[src/hw/epm_pkg.sv]
package epm_pkg;
    // byte addresses on the register bus
    localparam logic [31:0] ADR_PORT_CTRL   = 32'h0010_4044;
    localparam logic [31:0] ADR_RGMII_STAT  = 32'h0c00_0030;
    localparam logic [31:0] ADR_SGMII_CTRL  = 32'h0c00_0100;
    localparam logic [31:0] ADR_SGMII_STAT  = 32'h0c00_0104;
    localparam logic [31:0] ADR_LOCAL_ABIL  = 32'h0c00_0108;
    localparam logic [31:0] ADR_PARTNER_ABL = 32'h0c00_010c;
    localparam logic [31:0] ADR_IRQ_STAT    = 32'h0c00_0110;
    localparam logic [31:0] ADR_IRQ_MASK    = 32'h0c00_0114;
    // port interface control
    localparam int          PMODE_LSB       = 0;
    localparam int          TXDLY_BIT       = 4;
    localparam logic [2:0]  MODE_RGMII      = 3'h2;
    localparam logic [2:0]  MODE_SGMII      = 3'h3;
    localparam logic [2:0]  PMODE_RST       = MODE_RGMII;
    // rgmii status
    localparam int          RG_LINK_BIT     = 0;
    localparam int          RG_SPD_LSB      = 1;
    localparam int          RG_DUP_BIT      = 3;
    // sgmii control
    localparam int          AN_EN_BIT       = 0;
    localparam int          FIBER_BIT       = 1;
    localparam int          NP_LOADED_BIT   = 3;
    localparam int          LEAD_BIT        = 5;
    localparam int          TEST_BIT        = 6;
    localparam logic [6:0]  SCTRL_RST       = 7'h01;
    // sgmii status
    localparam int          SS_LINK_BIT     = 0;
    localparam int          SS_FAULT_BIT    = 1;
    localparam int          SS_DONE_BIT     = 2;
    localparam int          SS_PAGE_BIT     = 3;
    localparam int          SS_LOCK_BIT     = 4;
    localparam int          SS_SIG_BIT      = 5;
    // ability word layout
    localparam int          AB_LINK_BIT     = 15;
    localparam int          AB_NP_BIT       = 15;
    localparam int          AB_DUP_BIT      = 12;
    localparam int          AB_SPD_LSB      = 10;
    localparam int          AB_FIB_FD_BIT   = 5;
    localparam logic [1:0]  SPD_1000        = 2'h2;
    localparam logic [15:0] LOCAL_ABIL_RST  = 16'h9801;
    // interrupt sources
    localparam int          IRQ_W           = 5;
    localparam int          IRQ_RG_LINK     = 0;
    localparam int          IRQ_SG_LINK     = 1;
    localparam int          IRQ_PAGE        = 2;
    localparam int          IRQ_DONE        = 3;
    localparam int          IRQ_FAULT       = 4;
    // K28.5 in both running disparities
    localparam logic [9:0]  K285_RDN        = 10'h0fa;
    localparam logic [9:0]  K285_RDP        = 10'h305;
    localparam int          SYNC_W          = 8;

    typedef enum logic [3:0] {
        AN_IDLE = 4'b0001,
        AN_ABIL = 4'b0010,
        AN_NEXT = 4'b0100,
        AN_DONE = 4'b1000
    } epm_an_t;
endpackage

[src/hw/epm_port_regs.sv]
// Design decision made here: the Wishbone slave port.
`timescale 1ns/100ps
module epm_port_regs
    import epm_pkg::*;
#(
    parameter int ADDR_W = 32
) (
    // system
    input  wire logic              i_clk_sys,
    input  wire logic              i_reset,
    // wishbone slave
    input  wire logic              i_wb_cyc,
    input  wire logic              i_wb_stb,
    input  wire logic              i_wb_we,
    input  wire logic [ADDR_W-1:0] i_wb_adr,
    input  wire logic [3:0]        i_wb_sel,
    input  wire logic [31:0]       i_wb_dat,
    output logic      [31:0]       o_wb_dat,
    output logic                   o_wb_ack,
    // rgmii receive side, asynchronous
    input  wire logic              i_rgmii_rxc,
    input  wire logic              i_rgmii_rx_ctl,
    input  wire logic [3:0]        i_rgmii_rxd,
    // serdes pins, asynchronous
    input  wire logic              i_pll_lock,
    input  wire logic              i_optical_signal_present,
    // pcs ability words, same clock
    input  wire logic              i_an_word_valid,
    input  wire logic [15:0]       i_an_word,
    // encoder path
    input  wire logic [9:0]        i_tx_code,
    output logic      [9:0]        o_tx_code,
    // port configuration
    output logic      [2:0]        o_port_mode,
    output logic                   o_tx_delay_select,
    output logic      [1:0]        o_sgmii_speed,
    output logic                   o_sgmii_duplex,
    output logic                   o_irq
);

    if (ADDR_W != 32) begin : g_chk
        $error("epm_port_regs: ADDR_W must be 32");
    end

    // ---------------- bus decode ----------------
    logic              ack_r;
    logic [31:0]       rdat_r;
    wire               bus_hit   = i_wb_cyc & i_wb_stb & ~ack_r;
    // a write lands at the edge that samples ack, the one the master counts as done
    wire               wr_en     = i_wb_cyc & i_wb_stb & ack_r & i_wb_we & i_wb_sel[0];
    wire [31:0]        adr       = i_wb_adr;
    wire               sel_pctl  = adr == ADR_PORT_CTRL;
    wire               sel_rgst  = adr == ADR_RGMII_STAT;
    wire               sel_sctl  = adr == ADR_SGMII_CTRL;
    wire               sel_sst   = adr == ADR_SGMII_STAT;
    wire               sel_labl  = adr == ADR_LOCAL_ABIL;
    wire               sel_pabl  = adr == ADR_PARTNER_ABL;
    wire               sel_ist   = adr == ADR_IRQ_STAT;
    wire               sel_imsk  = adr == ADR_IRQ_MASK;
    wire               wr_pctl   = wr_en & sel_pctl;
    wire               wr_sctl   = wr_en & sel_sctl;
    wire               wr_labl   = wr_en & sel_labl & i_wb_sel[1];
    wire               wr_ist    = wr_en & sel_ist;
    wire               wr_imsk   = wr_en & sel_imsk;

    // ---------------- control registers ----------------
    logic [2:0]        pmode_r;
    logic              txdly_r;
    logic [6:0]        sctrl_r;
    logic [15:0]       local_r;
    logic [IRQ_W-1:0]  imask_r;

    always_ff @(posedge i_clk_sys) begin
        if (i_reset) begin
            pmode_r <= PMODE_RST;
            txdly_r <= 1'b0;
            sctrl_r <= SCTRL_RST;
            local_r <= LOCAL_ABIL_RST;
            imask_r <= '0;
        end else begin
            if (wr_pctl) begin
                pmode_r <= i_wb_dat[PMODE_LSB +: 3];
                txdly_r <= i_wb_dat[TXDLY_BIT];
            end
            // np_loaded is an action bit and is never stored
            if (wr_sctl) begin
                sctrl_r <= i_wb_dat[6:0] & ~(7'h01 << NP_LOADED_BIT);
            end
            if (wr_labl) begin
                local_r <= i_wb_dat[15:0];
            end
            if (wr_imsk) begin
                imask_r <= i_wb_dat[IRQ_W-1:0];
            end
        end
    end

    wire               an_en     = sctrl_r[AN_EN_BIT];
    wire               fiber     = sctrl_r[FIBER_BIT];
    wire               lead      = sctrl_r[LEAD_BIT];
    wire               test_en   = sctrl_r[TEST_BIT];
    wire               np_clr    = wr_sctl & i_wb_dat[NP_LOADED_BIT];

    // ---------------- synchronisers ----------------
    logic [SYNC_W-1:0] sync1_r;
    logic [SYNC_W-1:0] sync2_r;
    wire  [SYNC_W-1:0] pins = {i_rgmii_rxc, i_rgmii_rx_ctl, i_rgmii_rxd,
                               i_optical_signal_present, i_pll_lock};

    always_ff @(posedge i_clk_sys) begin
        if (i_reset) begin
            sync1_r <= '0;
            sync2_r <= '0;
        end else begin
            sync1_r <= pins;
            sync2_r <= sync1_r;
        end
    end

    wire               lock_s    = sync2_r[0];
    wire               sig_s     = sync2_r[1];
    wire  [3:0]        rxd_s     = sync2_r[5:2];
    wire               ctl_s     = sync2_r[6];
    wire               rxc_s     = sync2_r[7];

    // ---------------- rgmii in-band status ----------------
    // rxc is slow against the system clock, so data synchronised in the
    // same stage is settled at the detected rising edge
    logic              rxc_d_r;
    logic [3:0]        rgst_r;
    wire               rxc_rise  = rxc_s & ~rxc_d_r;
    wire               rg_upd    = rxc_rise & ~ctl_s;

    always_ff @(posedge i_clk_sys) begin
        if (i_reset) begin
            rxc_d_r <= 1'b0;
            rgst_r  <= 4'h0;
        end else begin
            rxc_d_r <= rxc_s;
            if (rg_upd) begin
                rgst_r <= rxd_s;
            end
        end
    end

    // ---------------- auto-negotiation ----------------
    epm_an_t           an_st_r;
    epm_an_t           an_st_nxt;
    logic [15:0]       partner_r;
    logic              page_r;
    logic              fault_r;
    logic              link_r;
    wire               np_bit    = fiber & i_an_word[AB_NP_BIT];
    wire               an_run    = lock_s & an_en;
    wire               page_set  = an_run & (an_st_r == AN_NEXT) & i_an_word_valid;
    wire               an_done   = an_st_r == AN_DONE;

    always_comb begin
        an_st_nxt = an_st_r;
        unique case (an_st_r)
            AN_IDLE: begin
                an_st_nxt = AN_ABIL;
            end
            AN_ABIL: begin
                if (i_an_word_valid) begin
                    an_st_nxt = np_bit ? AN_NEXT : AN_DONE;
                end
            end
            AN_NEXT: begin
                if (i_an_word_valid && !np_bit) begin
                    an_st_nxt = AN_DONE;
                end
            end
            AN_DONE: begin
                an_st_nxt = AN_DONE;
            end
            default: begin
                an_st_nxt = AN_IDLE;
            end
        endcase
        if (!an_run) begin
            an_st_nxt = AN_IDLE;
        end
    end

    wire [15:0]        src_abil  = lead ? local_r : partner_r;
    wire [1:0]         res_spd   = src_abil[AB_SPD_LSB +: 2];
    wire               res_dup   = src_abil[AB_DUP_BIT];
    wire               sg_mode   = pmode_r == MODE_SGMII;
    wire               fault_sg  = sg_mode & ~fiber & an_done
                                   & (res_spd == SPD_1000) & ~res_dup;
    wire               fault_fb  = fiber & an_done
                                   & ~(local_r[AB_FIB_FD_BIT] & partner_r[AB_FIB_FD_BIT]);
    wire               link_an   = an_done & ~fault_r & (fiber | src_abil[AB_LINK_BIT]);
    // a forced link without negotiation only needs lock and light
    wire               link_nxt  = lock_s & (an_en ? link_an : sig_s);

    always_ff @(posedge i_clk_sys) begin
        if (i_reset) begin
            an_st_r   <= AN_IDLE;
            partner_r <= '0;
            page_r    <= 1'b0;
            fault_r   <= 1'b0;
            link_r    <= 1'b0;
        end else begin
            an_st_r <= an_st_nxt;
            if (an_run && i_an_word_valid && (an_st_r == AN_ABIL)) begin
                partner_r <= i_an_word;
            end
            // a page arriving with the acknowledge write still counts
            page_r  <= page_set | (page_r & ~np_clr);
            fault_r <= fault_sg | fault_fb;
            link_r  <= link_nxt;
        end
    end

    // ---------------- encoder ----------------
    logic              disp_r;
    logic [9:0]        tx_r;

    always_ff @(posedge i_clk_sys) begin
        if (i_reset) begin
            disp_r <= 1'b0;
            tx_r   <= 10'h000;
        end else begin
            disp_r <= test_en & ~disp_r;
            tx_r   <= test_en ? (disp_r ? K285_RDP : K285_RDN) : i_tx_code;
        end
    end

    // ---------------- interrupts ----------------
    logic [IRQ_W-1:0]  ist_r;
    logic              rg_link_d_r;
    logic              sg_link_d_r;
    logic              done_d_r;
    logic              fault_d_r;
    wire  [IRQ_W-1:0]  ev;
    assign ev[IRQ_RG_LINK] = rgst_r[RG_LINK_BIT] ^ rg_link_d_r;
    assign ev[IRQ_SG_LINK] = link_r ^ sg_link_d_r;
    assign ev[IRQ_PAGE]    = page_set;
    assign ev[IRQ_DONE]    = an_done & ~done_d_r;
    assign ev[IRQ_FAULT]   = fault_r & ~fault_d_r;
    wire  [IRQ_W-1:0]  ist_clr = wr_ist ? i_wb_dat[IRQ_W-1:0] : '0;

    always_ff @(posedge i_clk_sys) begin
        if (i_reset) begin
            ist_r       <= '0;
            rg_link_d_r <= 1'b0;
            sg_link_d_r <= 1'b0;
            done_d_r    <= 1'b0;
            fault_d_r   <= 1'b0;
        end else begin
            ist_r       <= ev | (ist_r & ~ist_clr);
            rg_link_d_r <= rgst_r[RG_LINK_BIT];
            sg_link_d_r <= link_r;
            done_d_r    <= an_done;
            fault_d_r   <= fault_r;
        end
    end

    // ---------------- read back ----------------
    wire  [5:0]        sgst = {sig_s, lock_s, page_r, an_done, fault_r, link_r};
    // status words are live views, reading never disturbs them
    wire  [31:0]       rd_mux =
        sel_pctl ? {27'h0, txdly_r, 1'b0, pmode_r} :
        sel_rgst ? {28'h0, rgst_r} :
        sel_sctl ? {25'h0, sctrl_r} :
        sel_sst  ? {26'h0, sgst} :
        sel_labl ? {16'h0, local_r} :
        sel_pabl ? {16'h0, partner_r} :
        sel_ist  ? {{(32-IRQ_W){1'b0}}, ist_r} :
        sel_imsk ? {{(32-IRQ_W){1'b0}}, imask_r} : 32'h0;

    always_ff @(posedge i_clk_sys) begin
        if (i_reset) begin
            ack_r  <= 1'b0;
            rdat_r <= 32'h0;
        end else begin
            ack_r  <= bus_hit;
            rdat_r <= bus_hit ? rd_mux : 32'h0;
        end
    end

    assign o_wb_ack          = ack_r;
    assign o_wb_dat          = rdat_r;
    assign o_tx_code         = tx_r;
    assign o_port_mode       = pmode_r;
    assign o_tx_delay_select = txdly_r;
    assign o_sgmii_speed     = res_spd;
    assign o_sgmii_duplex    = res_dup;
    assign o_irq             = |(ist_r & imask_r);

    // ---------------- checks ----------------
    a_mode_reset: assert property (@(posedge i_clk_sys) $fell(i_reset) |-> o_port_mode == MODE_RGMII)
        else $error("port mode not rgmii after reset");
    a_mode_write: assert property (@(posedge i_clk_sys) disable iff (i_reset)
        wr_pctl |=> o_port_mode == $past(i_wb_dat[2:0]))
        else $error("port mode write lost");
    a_txdly_write: assert property (@(posedge i_clk_sys) disable iff (i_reset)
        wr_pctl |=> o_tx_delay_select == $past(i_wb_dat[TXDLY_BIT]))
        else $error("tx delay write lost");
    a_rgmii_latch: assert property (@(posedge i_clk_sys) disable iff (i_reset)
        rg_upd |=> rgst_r == $past(i_rgmii_rxd, 3))
        else $error("rgmii status not captured");
    a_rgmii_ro: assert property (@(posedge i_clk_sys) disable iff (i_reset)
        (wr_en && sel_rgst && !rg_upd) |=> $stable(rgst_r))
        else $error("rgmii status changed by write");
    a_test_alt: assert property (@(posedge i_clk_sys) disable iff (i_reset)
        test_en [*3] |-> (o_tx_code == K285_RDN || o_tx_code == K285_RDP) && o_tx_code != $past(o_tx_code))
        else $error("k28.5 pattern not sent");
    a_lead_src: assert property (@(posedge i_clk_sys) disable iff (i_reset)
        lead |-> o_sgmii_speed == local_r[AB_SPD_LSB +: 2] && o_sgmii_duplex == local_r[AB_DUP_BIT])
        else $error("lead side not using local ability");
    a_lock_mirror: assert property (@(posedge i_clk_sys) disable iff (i_reset)
        !$past(i_reset) && !$past(i_reset, 2) |-> sgst[SS_LOCK_BIT] == $past(i_pll_lock, 2))
        else $error("lock bit not mirrored");
    a_page_set: assert property (@(posedge i_clk_sys) disable iff (i_reset)
        page_set |=> page_r)
        else $error("next page flag not set");
    a_page_clear: assert property (@(posedge i_clk_sys) disable iff (i_reset)
        (np_clr && !page_set) |=> !page_r)
        else $error("next page flag not cleared");
    a_sg_fault: assert property (@(posedge i_clk_sys) disable iff (i_reset)
        (sg_mode && !fiber && an_done && res_spd == SPD_1000 && !res_dup) |=> fault_r)
        else $error("half duplex gigabit fault missed");
    a_link_lock: assert property (@(posedge i_clk_sys) disable iff (i_reset)
        !lock_s |=> !link_r)
        else $error("sgmii link up without lock");
    a_sig_mirror: assert property (@(posedge i_clk_sys) disable iff (i_reset)
        !$past(i_reset) && !$past(i_reset, 2) |-> sgst[SS_SIG_BIT] == $past(i_optical_signal_present, 2))
        else $error("signal detect not mirrored");
    a_done_flag: assert property (@(posedge i_clk_sys) disable iff (i_reset)
        (an_run && an_st_r == AN_ABIL && i_an_word_valid && !np_bit) |=> sgst[SS_DONE_BIT])
        else $error("negotiation done not shown");
    a_fiber_fault: assert property (@(posedge i_clk_sys) disable iff (i_reset)
        (fiber && an_done && !(local_r[AB_FIB_FD_BIT] && partner_r[AB_FIB_FD_BIT])) |=> fault_r)
        else $error("fiber duplex fault missed");
    a_sg_link: assert property (@(posedge i_clk_sys) disable iff (i_reset)
        (lock_s && an_en && an_done && !fault_r && (fiber || src_abil[AB_LINK_BIT])) |=> link_r)
        else $error("sgmii link not raised");
    a_rgmii_ignore: assert property (@(posedge i_clk_sys) disable iff (i_reset)
        (rxc_rise && ctl_s) |=> $stable(rgst_r))
        else $error("rgmii status taken inside frame");
    a_np_action: assert property (@(posedge i_clk_sys) disable iff (i_reset)
        wr_sctl |=> !sctrl_r[NP_LOADED_BIT])
        else $error("next page loaded bit stored");
    a_enc_pass: assert property (@(posedge i_clk_sys) disable iff (i_reset)
        !test_en |=> o_tx_code == $past(i_tx_code))
        else $error("encoder path not passed through");
    a_mode_hold: assert property (@(posedge i_clk_sys) disable iff (i_reset)
        !wr_pctl |=> $stable(o_port_mode))
        else $error("port mode changed without write");

endmodule

[config.mk]
export PLATFORM = sky130hd
export DESIGN_NAME = epm_port_regs
export DESIGN_NICKNAME = d
export VERILOG_FILES = /design/src/hw/epm_pkg.sv /design/src/hw/epm_port_regs.sv
export SDC_FILE = /design/constraint.sdc
export NUM_CORES = 1
export LEC_CHECK = 0
export ABC_AREA = 1
export BUFFER_PORTS_ARGS = -buffer_cell sky130_fd_sc_hd__buf_2
export CORE_UTILIZATION = 51
export DETAILED_ROUTE_END_ITERATION = 12
export HOLD_SLACK_MARGIN = 0.03
export PLACE_DENSITY = 0.8
export SLEW_MARGIN = 25
export SYNTH_ARGS = -nofsm -noshare
export SYNTH_HDL_FRONTEND = slang
export SYNTH_SLANG_ARGS = --single-unit
[constraint.sdc]
create_clock -name i_clk_sys -period 2.1 [get_ports i_clk_sys]
set_input_delay 0.315 -clock i_clk_sys [delete_from_list [all_inputs] [get_ports i_clk_sys]]
set_output_delay 0.315 -clock i_clk_sys [all_outputs]
set_load 0.05 [all_outputs]
== Yosys cells after proc, flatten, opt, wreduce, memory -nomap -nowiden ==
Index checks and enable logic that the tools add are counted.
Widths: inputs -> output; s select.

* Word-level logic and storage cells: 126
* Output and inout bits: 51
* Input bits: 108
* Register bits: 128

* Reduce and logical (&&, ||, !) cells: 12
* Muxes and demuxes: 17
* Eq/ne operators: 16
* Bitwise logic cells: 54

{| class="wikitable"
|+ Operators by type and width
! cell !! number
|-
| $eq 32x28->1 const B || 7
|-
| $mux 16 || 3
|-
| $and 1x1->1 || 32
|-
| $eq 32x21->1 const B || 1
|-
| $mux 5 || 5
|-
| $mux 10 || 2
|-
| $pmux 4 s4 || 1
|-
| $mux 7 || 2
|-
| $not 1->1 || 13
|-
| $mux 4 || 3
|-
| $and 5x5->5 || 2
|-
| $reduce_or 9->1 || 1
|-
| $reduce_or 6->1 || 1
|-
| $not 5->5 || 1
|-
| $or 5x5->5 || 1
|-
| $reduce_or 5->1 || 1
|-
| $eq 4x1->1 const B || 1
|-
| $eq 4x2->1 const B || 1
|-
| $eq 4x3->1 const B || 1
|-
| $eq 4x4->1 const B || 1
|-
| $reduce_or 2->1 || 2
|-
| $reduce_or 4->1 || 1
|-
| $eq 3x2->1 const B || 1
|-
| $logic_and 1x1->1 || 3
|-
| 9 further kinds || 12
|}

== Longest topological paths before layout ==
* Depth in word-level cells: 9
* Mapped depth: 15
* Mapped depth without buffers: 14

== Worst setup path after synthesis ==
OpenSTA, ideal clock, no wires.

* Kind: register to register
* Start: register sctrl_r[5]
* End: register fault_r
* Clock period less this slack: 2081 ps
* Arrival time: 1990 ps
* Slack: 19 ps
* Required time: 2009 ps
* Library setup time: 91 ps
* Stages on the path, launching flop included: 5
* Path through: dfxtp_1 > clkbuf_1 > o21ai_0 > a21oi_1 > a311oi_1

* Longest elaborated chain between the ends: 5
* Elaborated cells on any way between the ends: 6

{| class="wikitable"
|+ RTL lines
! element !! RTL line !! text
|-
| start: declaration || epm_port_regs.sv:69 || <nowiki>logic [6:0] sctrl_r;</nowiki>
|-
| start signal: assignment || epm_port_regs.sv:87 || <nowiki>sctrl_r <= i_wb_dat[6:0] & ~(7'h01 << NP_LOADED_BIT);</nowiki>
|-
| $mux 16 || epm_port_regs.sv:186 || <nowiki>wire [15:0] src_abil = lead ? local_r : partner_r;</nowiki>
|-
| net o_sgmii_speed[1] || epm_port_regs.sv:36 || <nowiki>output logic [1:0] o_sgmii_speed,</nowiki>
|-
| $eq 2x2->1 || epm_port_regs.sv:191 || <nowiki>& (res_spd == SPD_1000) & ~res_dup;</nowiki>
|-
| $and 1x1->1 (2 in series) || epm_port_regs.sv:191 ||
|-
| $or 1x1->1 || epm_port_regs.sv:212 || <nowiki>fault_r <= fault_sg | fault_fb;</nowiki>
|-
| end signal: assignment || epm_port_regs.sv:212 ||
|-
| end: declaration || epm_port_regs.sv:151 || <nowiki>logic fault_r;</nowiki>
|}

The timed path passes the listed nets, and every way through them passes these cells.
A chain may end at the register's enable or synchronous reset.

== Worst setup path in the final report ==
* Start: register sctrl_r[5]
* End: output o_sgmii_speed[1]

* Longest elaborated chain between the ends: 1

{| class="wikitable"
|+ RTL lines
! element !! RTL line
|-
| $mux 16 || epm_port_regs.sv:186
|-
| end: declaration || epm_port_regs.sv:36
|}

No other way between the ends.

==> summary.md <==
| Metric | Value |
|---|---|
| Status | completed |
| Tot GR Track Use | 23.8% |
| # Post-CTS Setup Buffers | 0 |
| Max-Cap Viols | 0 |
| DR WL/cell | 12.5 um |
| Final worst-path cycle share | 83.9% |
| Worst Setup Path Type | reg2out |
| Reg power frac | 58.7% |
| Library cells used by synthesis | 43 |
| XOR/XNOR share of the synthesized area | 0.356% |
| EDFF count, synth | 0 |
| Inserted Clock Buffers | 9 |
| Hold Buf Count CTS | 0 |
| 1st-pass router iterations | 5 |
| Hold EP | sync1_r[7] |
| Total grt overflow | 0 |
| Pre-CTS setup slack | 0.0281 ns |
| Comb pwr share | 9.1% |
| Critical path data arrival time | 1.45 ns |
| Final setup TNS | 0 ns |
| Clk_lat worst skew | 0.38 ns |
| Port Buffers | 124 |
| Min-Delay Path Depth | 3 |
| Sw Ratio | 26.5% |
| Adder-Cell Fraction of Synth Area | 0% |
| Reg clk slew, reported paths | 0.10 ns |
| Area growth from synthesis to layout | 16.9% |
| Initial Utilization | 53.0% |
| Max Clk Rate | 567 MHz |
| Core Area | 9280 um2 |
| Register area | 2240 um2 |
| Pin count of the biggest net entering global routing | 50 |
| Row Count | 35 |
| Routed Wire Length | 11500 um |
| Cell with the most instances after synthesis | inv_1 |
| Worst IR Drop VDD | 0.489 mV |
| CTS Buffer Depth | 2 |
| # fillers | 859 |
| Die ar. | 10100 um2 |
| H-tree levels | 3 |
| Antenna Diode Count | 0 |
| Remaining antenna violation count | 0 |
| DP HPWL | 8800 um |
| Post-route insts no fill | 923 |
| Critical Path End Type | output pin |
| Post-synth top area share | 45.5% |
| Worst-path maximum fanout | 10 |
| HP Class | in2reg |
| Clk sinks | 112 |
| First-pass GRT wire length | 18800 um |
| Via count | 4569 |
| FF-to-FF End | imask_r[4] |
| Chip Width | 100 um |
| Largest area contributor in the synthesized netlist | dfxtp_1 |
| # DRC | 0 |
| Synthesized netlist cell count | 669 |
| I/O pin count | 159 |
| Post-CTS sizing | 0 |
| Nets@finish | 897 |
| Critical Path Start Type | register |
| Post-route minimum period | 1.76 ns |
| Clock power frac | 32.2% |
| Routed vias/inst | 4.95 |
| Int Pwr | 2710 uW |
| Fraction of layout cells with a size suffix above 1 | 22.2% |
| Most frequent cells after synthesis | inv_1, dfxtp_1, nor2_1 |
| Die Y | 100 um |
| Worst path required time | 1.78 ns |
| Number of global-route vias before repair | 4167 |
| Multi-input gate area | 2000 um2 |
| Simple-gate share of the synthesized area | 23.0% |
| Main synth FF type | dfxtp_1 |
| Clk root buf | clkbuf_8 |
| RePlAce Congestion | 0.853 |
| P_sw | 977 uW |
| Sequential area share after synthesis | 45.5% |
| Reg2reg path depth | 5 |
| R2R Path Start | o_wb_ack |
| Synthesized area | 4920 um2 |
| Compound-cell area share of the yosys netlist | 16.0% |
| Post-synth ARST share | 0% |
| R2R Setup Slk | 0.46 ns |
| Final Skew | 0.00913 ns |
| HP Start | i_rgmii_rxc |
| Max Slew Vio Count | 0 |
| Synth top area cells | dfxtp_1, inv_1, nor2_1 |
| Post-Syn Area per Cell | 7.36 um2 |
| Main combinational cell family by area after synthesis | simple AND/OR/NAND/NOR gates |
| Flops & latches, synth | 112 |
| Fin. Hold Viols | 0 |
| TritonCTS clock tree | built |
| Initial antenna violation count | 0 |
| Final core utilization | 62.0% |
| Leak Pwr | 0.00269 uW |
| Post-synthesis mux area share | 0% |
| P per Cell Area | 640 nW/um2 |
| RSZ-0062 raised after global routing | false |
| Ys Warns | 0 |
| Fin worst setup slack | 0.337 ns |
| Final setup violating endpoints | 0 |
| Initial drt markers | 230 |
| Placed insts | 907 |
-- state kept, by name, indices dropped and copies added, names as in the netlist, 3 cells and up --
signal	cells
o_port_mode	3
an_st_r	4
sync2_r	8
rgst_r	4
partner_r	16
imask_r	5
sctrl_r	6
local_r	16
sync1_r	8
ist_r	5
o_tx_code	10
o_wb_dat	16
-- routing by layer --
| layer | vias up | wire [um] | global-route usage, % | part of all wire [%] |
|---|---|---|---|---|
| met2 | 151 | 5710 | 41.0 | 49 |
| met3 | 18 | 722 | 4.67 | 6.3 |
| met4 | 0 | 221 | 8.70 | 1.9 |
| met5 | - | 0 | 0 | 0 |
| li1 | 2335 | - | - | - |
| met1 | 2065 | 4890 | 29.5 | 42 |
-- final cells by class --
class / instances / area share [%]
sequential: 112 / 38.9
multi-input combinational: 402 / 34.7
timing repair buffer: 132 / 11.8
inverter: 132 / 8.61
tap: 129 / 2.80
clock buffer: 10 / 2.22
clock inverter: 6 / 0.891
-- cell families (layout without fill, tap and decap cells) --
family,after synthesis,after routing
and+or+nand+nor,240,240
buffers and inverters,170,280
AOI/OAI and AO/OA,144,144
DFF,112,112
xor gates and xnor gates,2,2
other,1,16
-- cells in the final DEF, fill, tap and decap left out, drive strengths merged, types with 2 or more instances in the layout --
cell type,n
inv,133
buf,132
dfxtp,112
nor2,103
nand2,72
o21ai,69
a21oi,49
nand3,35
conb,16
nand4,14
o22ai,13
clkbuf,10
nor3,8
a211oi,5
clkinv,5
o211ai,3
nor4,3
xnor2,2
nand3b,2
-- worst max path at each step --
stage | startpoint | end | slack [ns]
6_report | sctrl_r[5] | o_sgmii_speed[1] | 0.34
2_1_floorplan | sctrl_r[5] | fault_r | 0.02
3_5_place_dp | i_wb_adr[7] | local_r[13] | 0.03
4_1_cts | sctrl_r[5] | o_sgmii_speed[1] | 0.34
5_1_grt | i_wb_adr[7] | local_r[10] | 0.17
3_3_place_gp | i_wb_adr[29] | local_r[2] | 0.13
-- critical path: stages, from the launching register on --
cell     delay (ns)
dfxtp_1        0.52
nand2_1        0.08
o21ai_0        0.14
buf_2          0.33
-- per-stage QoR --
stage	total power, uW	instance area [um2]	hold slack, ns
6_report	3690	5760	0.128
4_1_cts	3710	5760	0.115
5_1_grt	3840	5760	0.114
2_1_floorplan	2440	4980	0.388
3_3_place_gp	2540	5580	0.391
3_5_place_dp	2550	5580	0.392
-- power by group through the flow --
stage | sequential, uW | clock, uW | combinational, uW
floorplan | 2250 | 0 | 191
global placement | 2210 | 0 | 326
detailed placement | 2210 | 0 | 334
CTS | 2170 | 1210 | 336
global route | 2170 | 1300 | 370
finish | 2160 | 1190 | 335
Note: power is estimated with default switching activity, not from simulation.
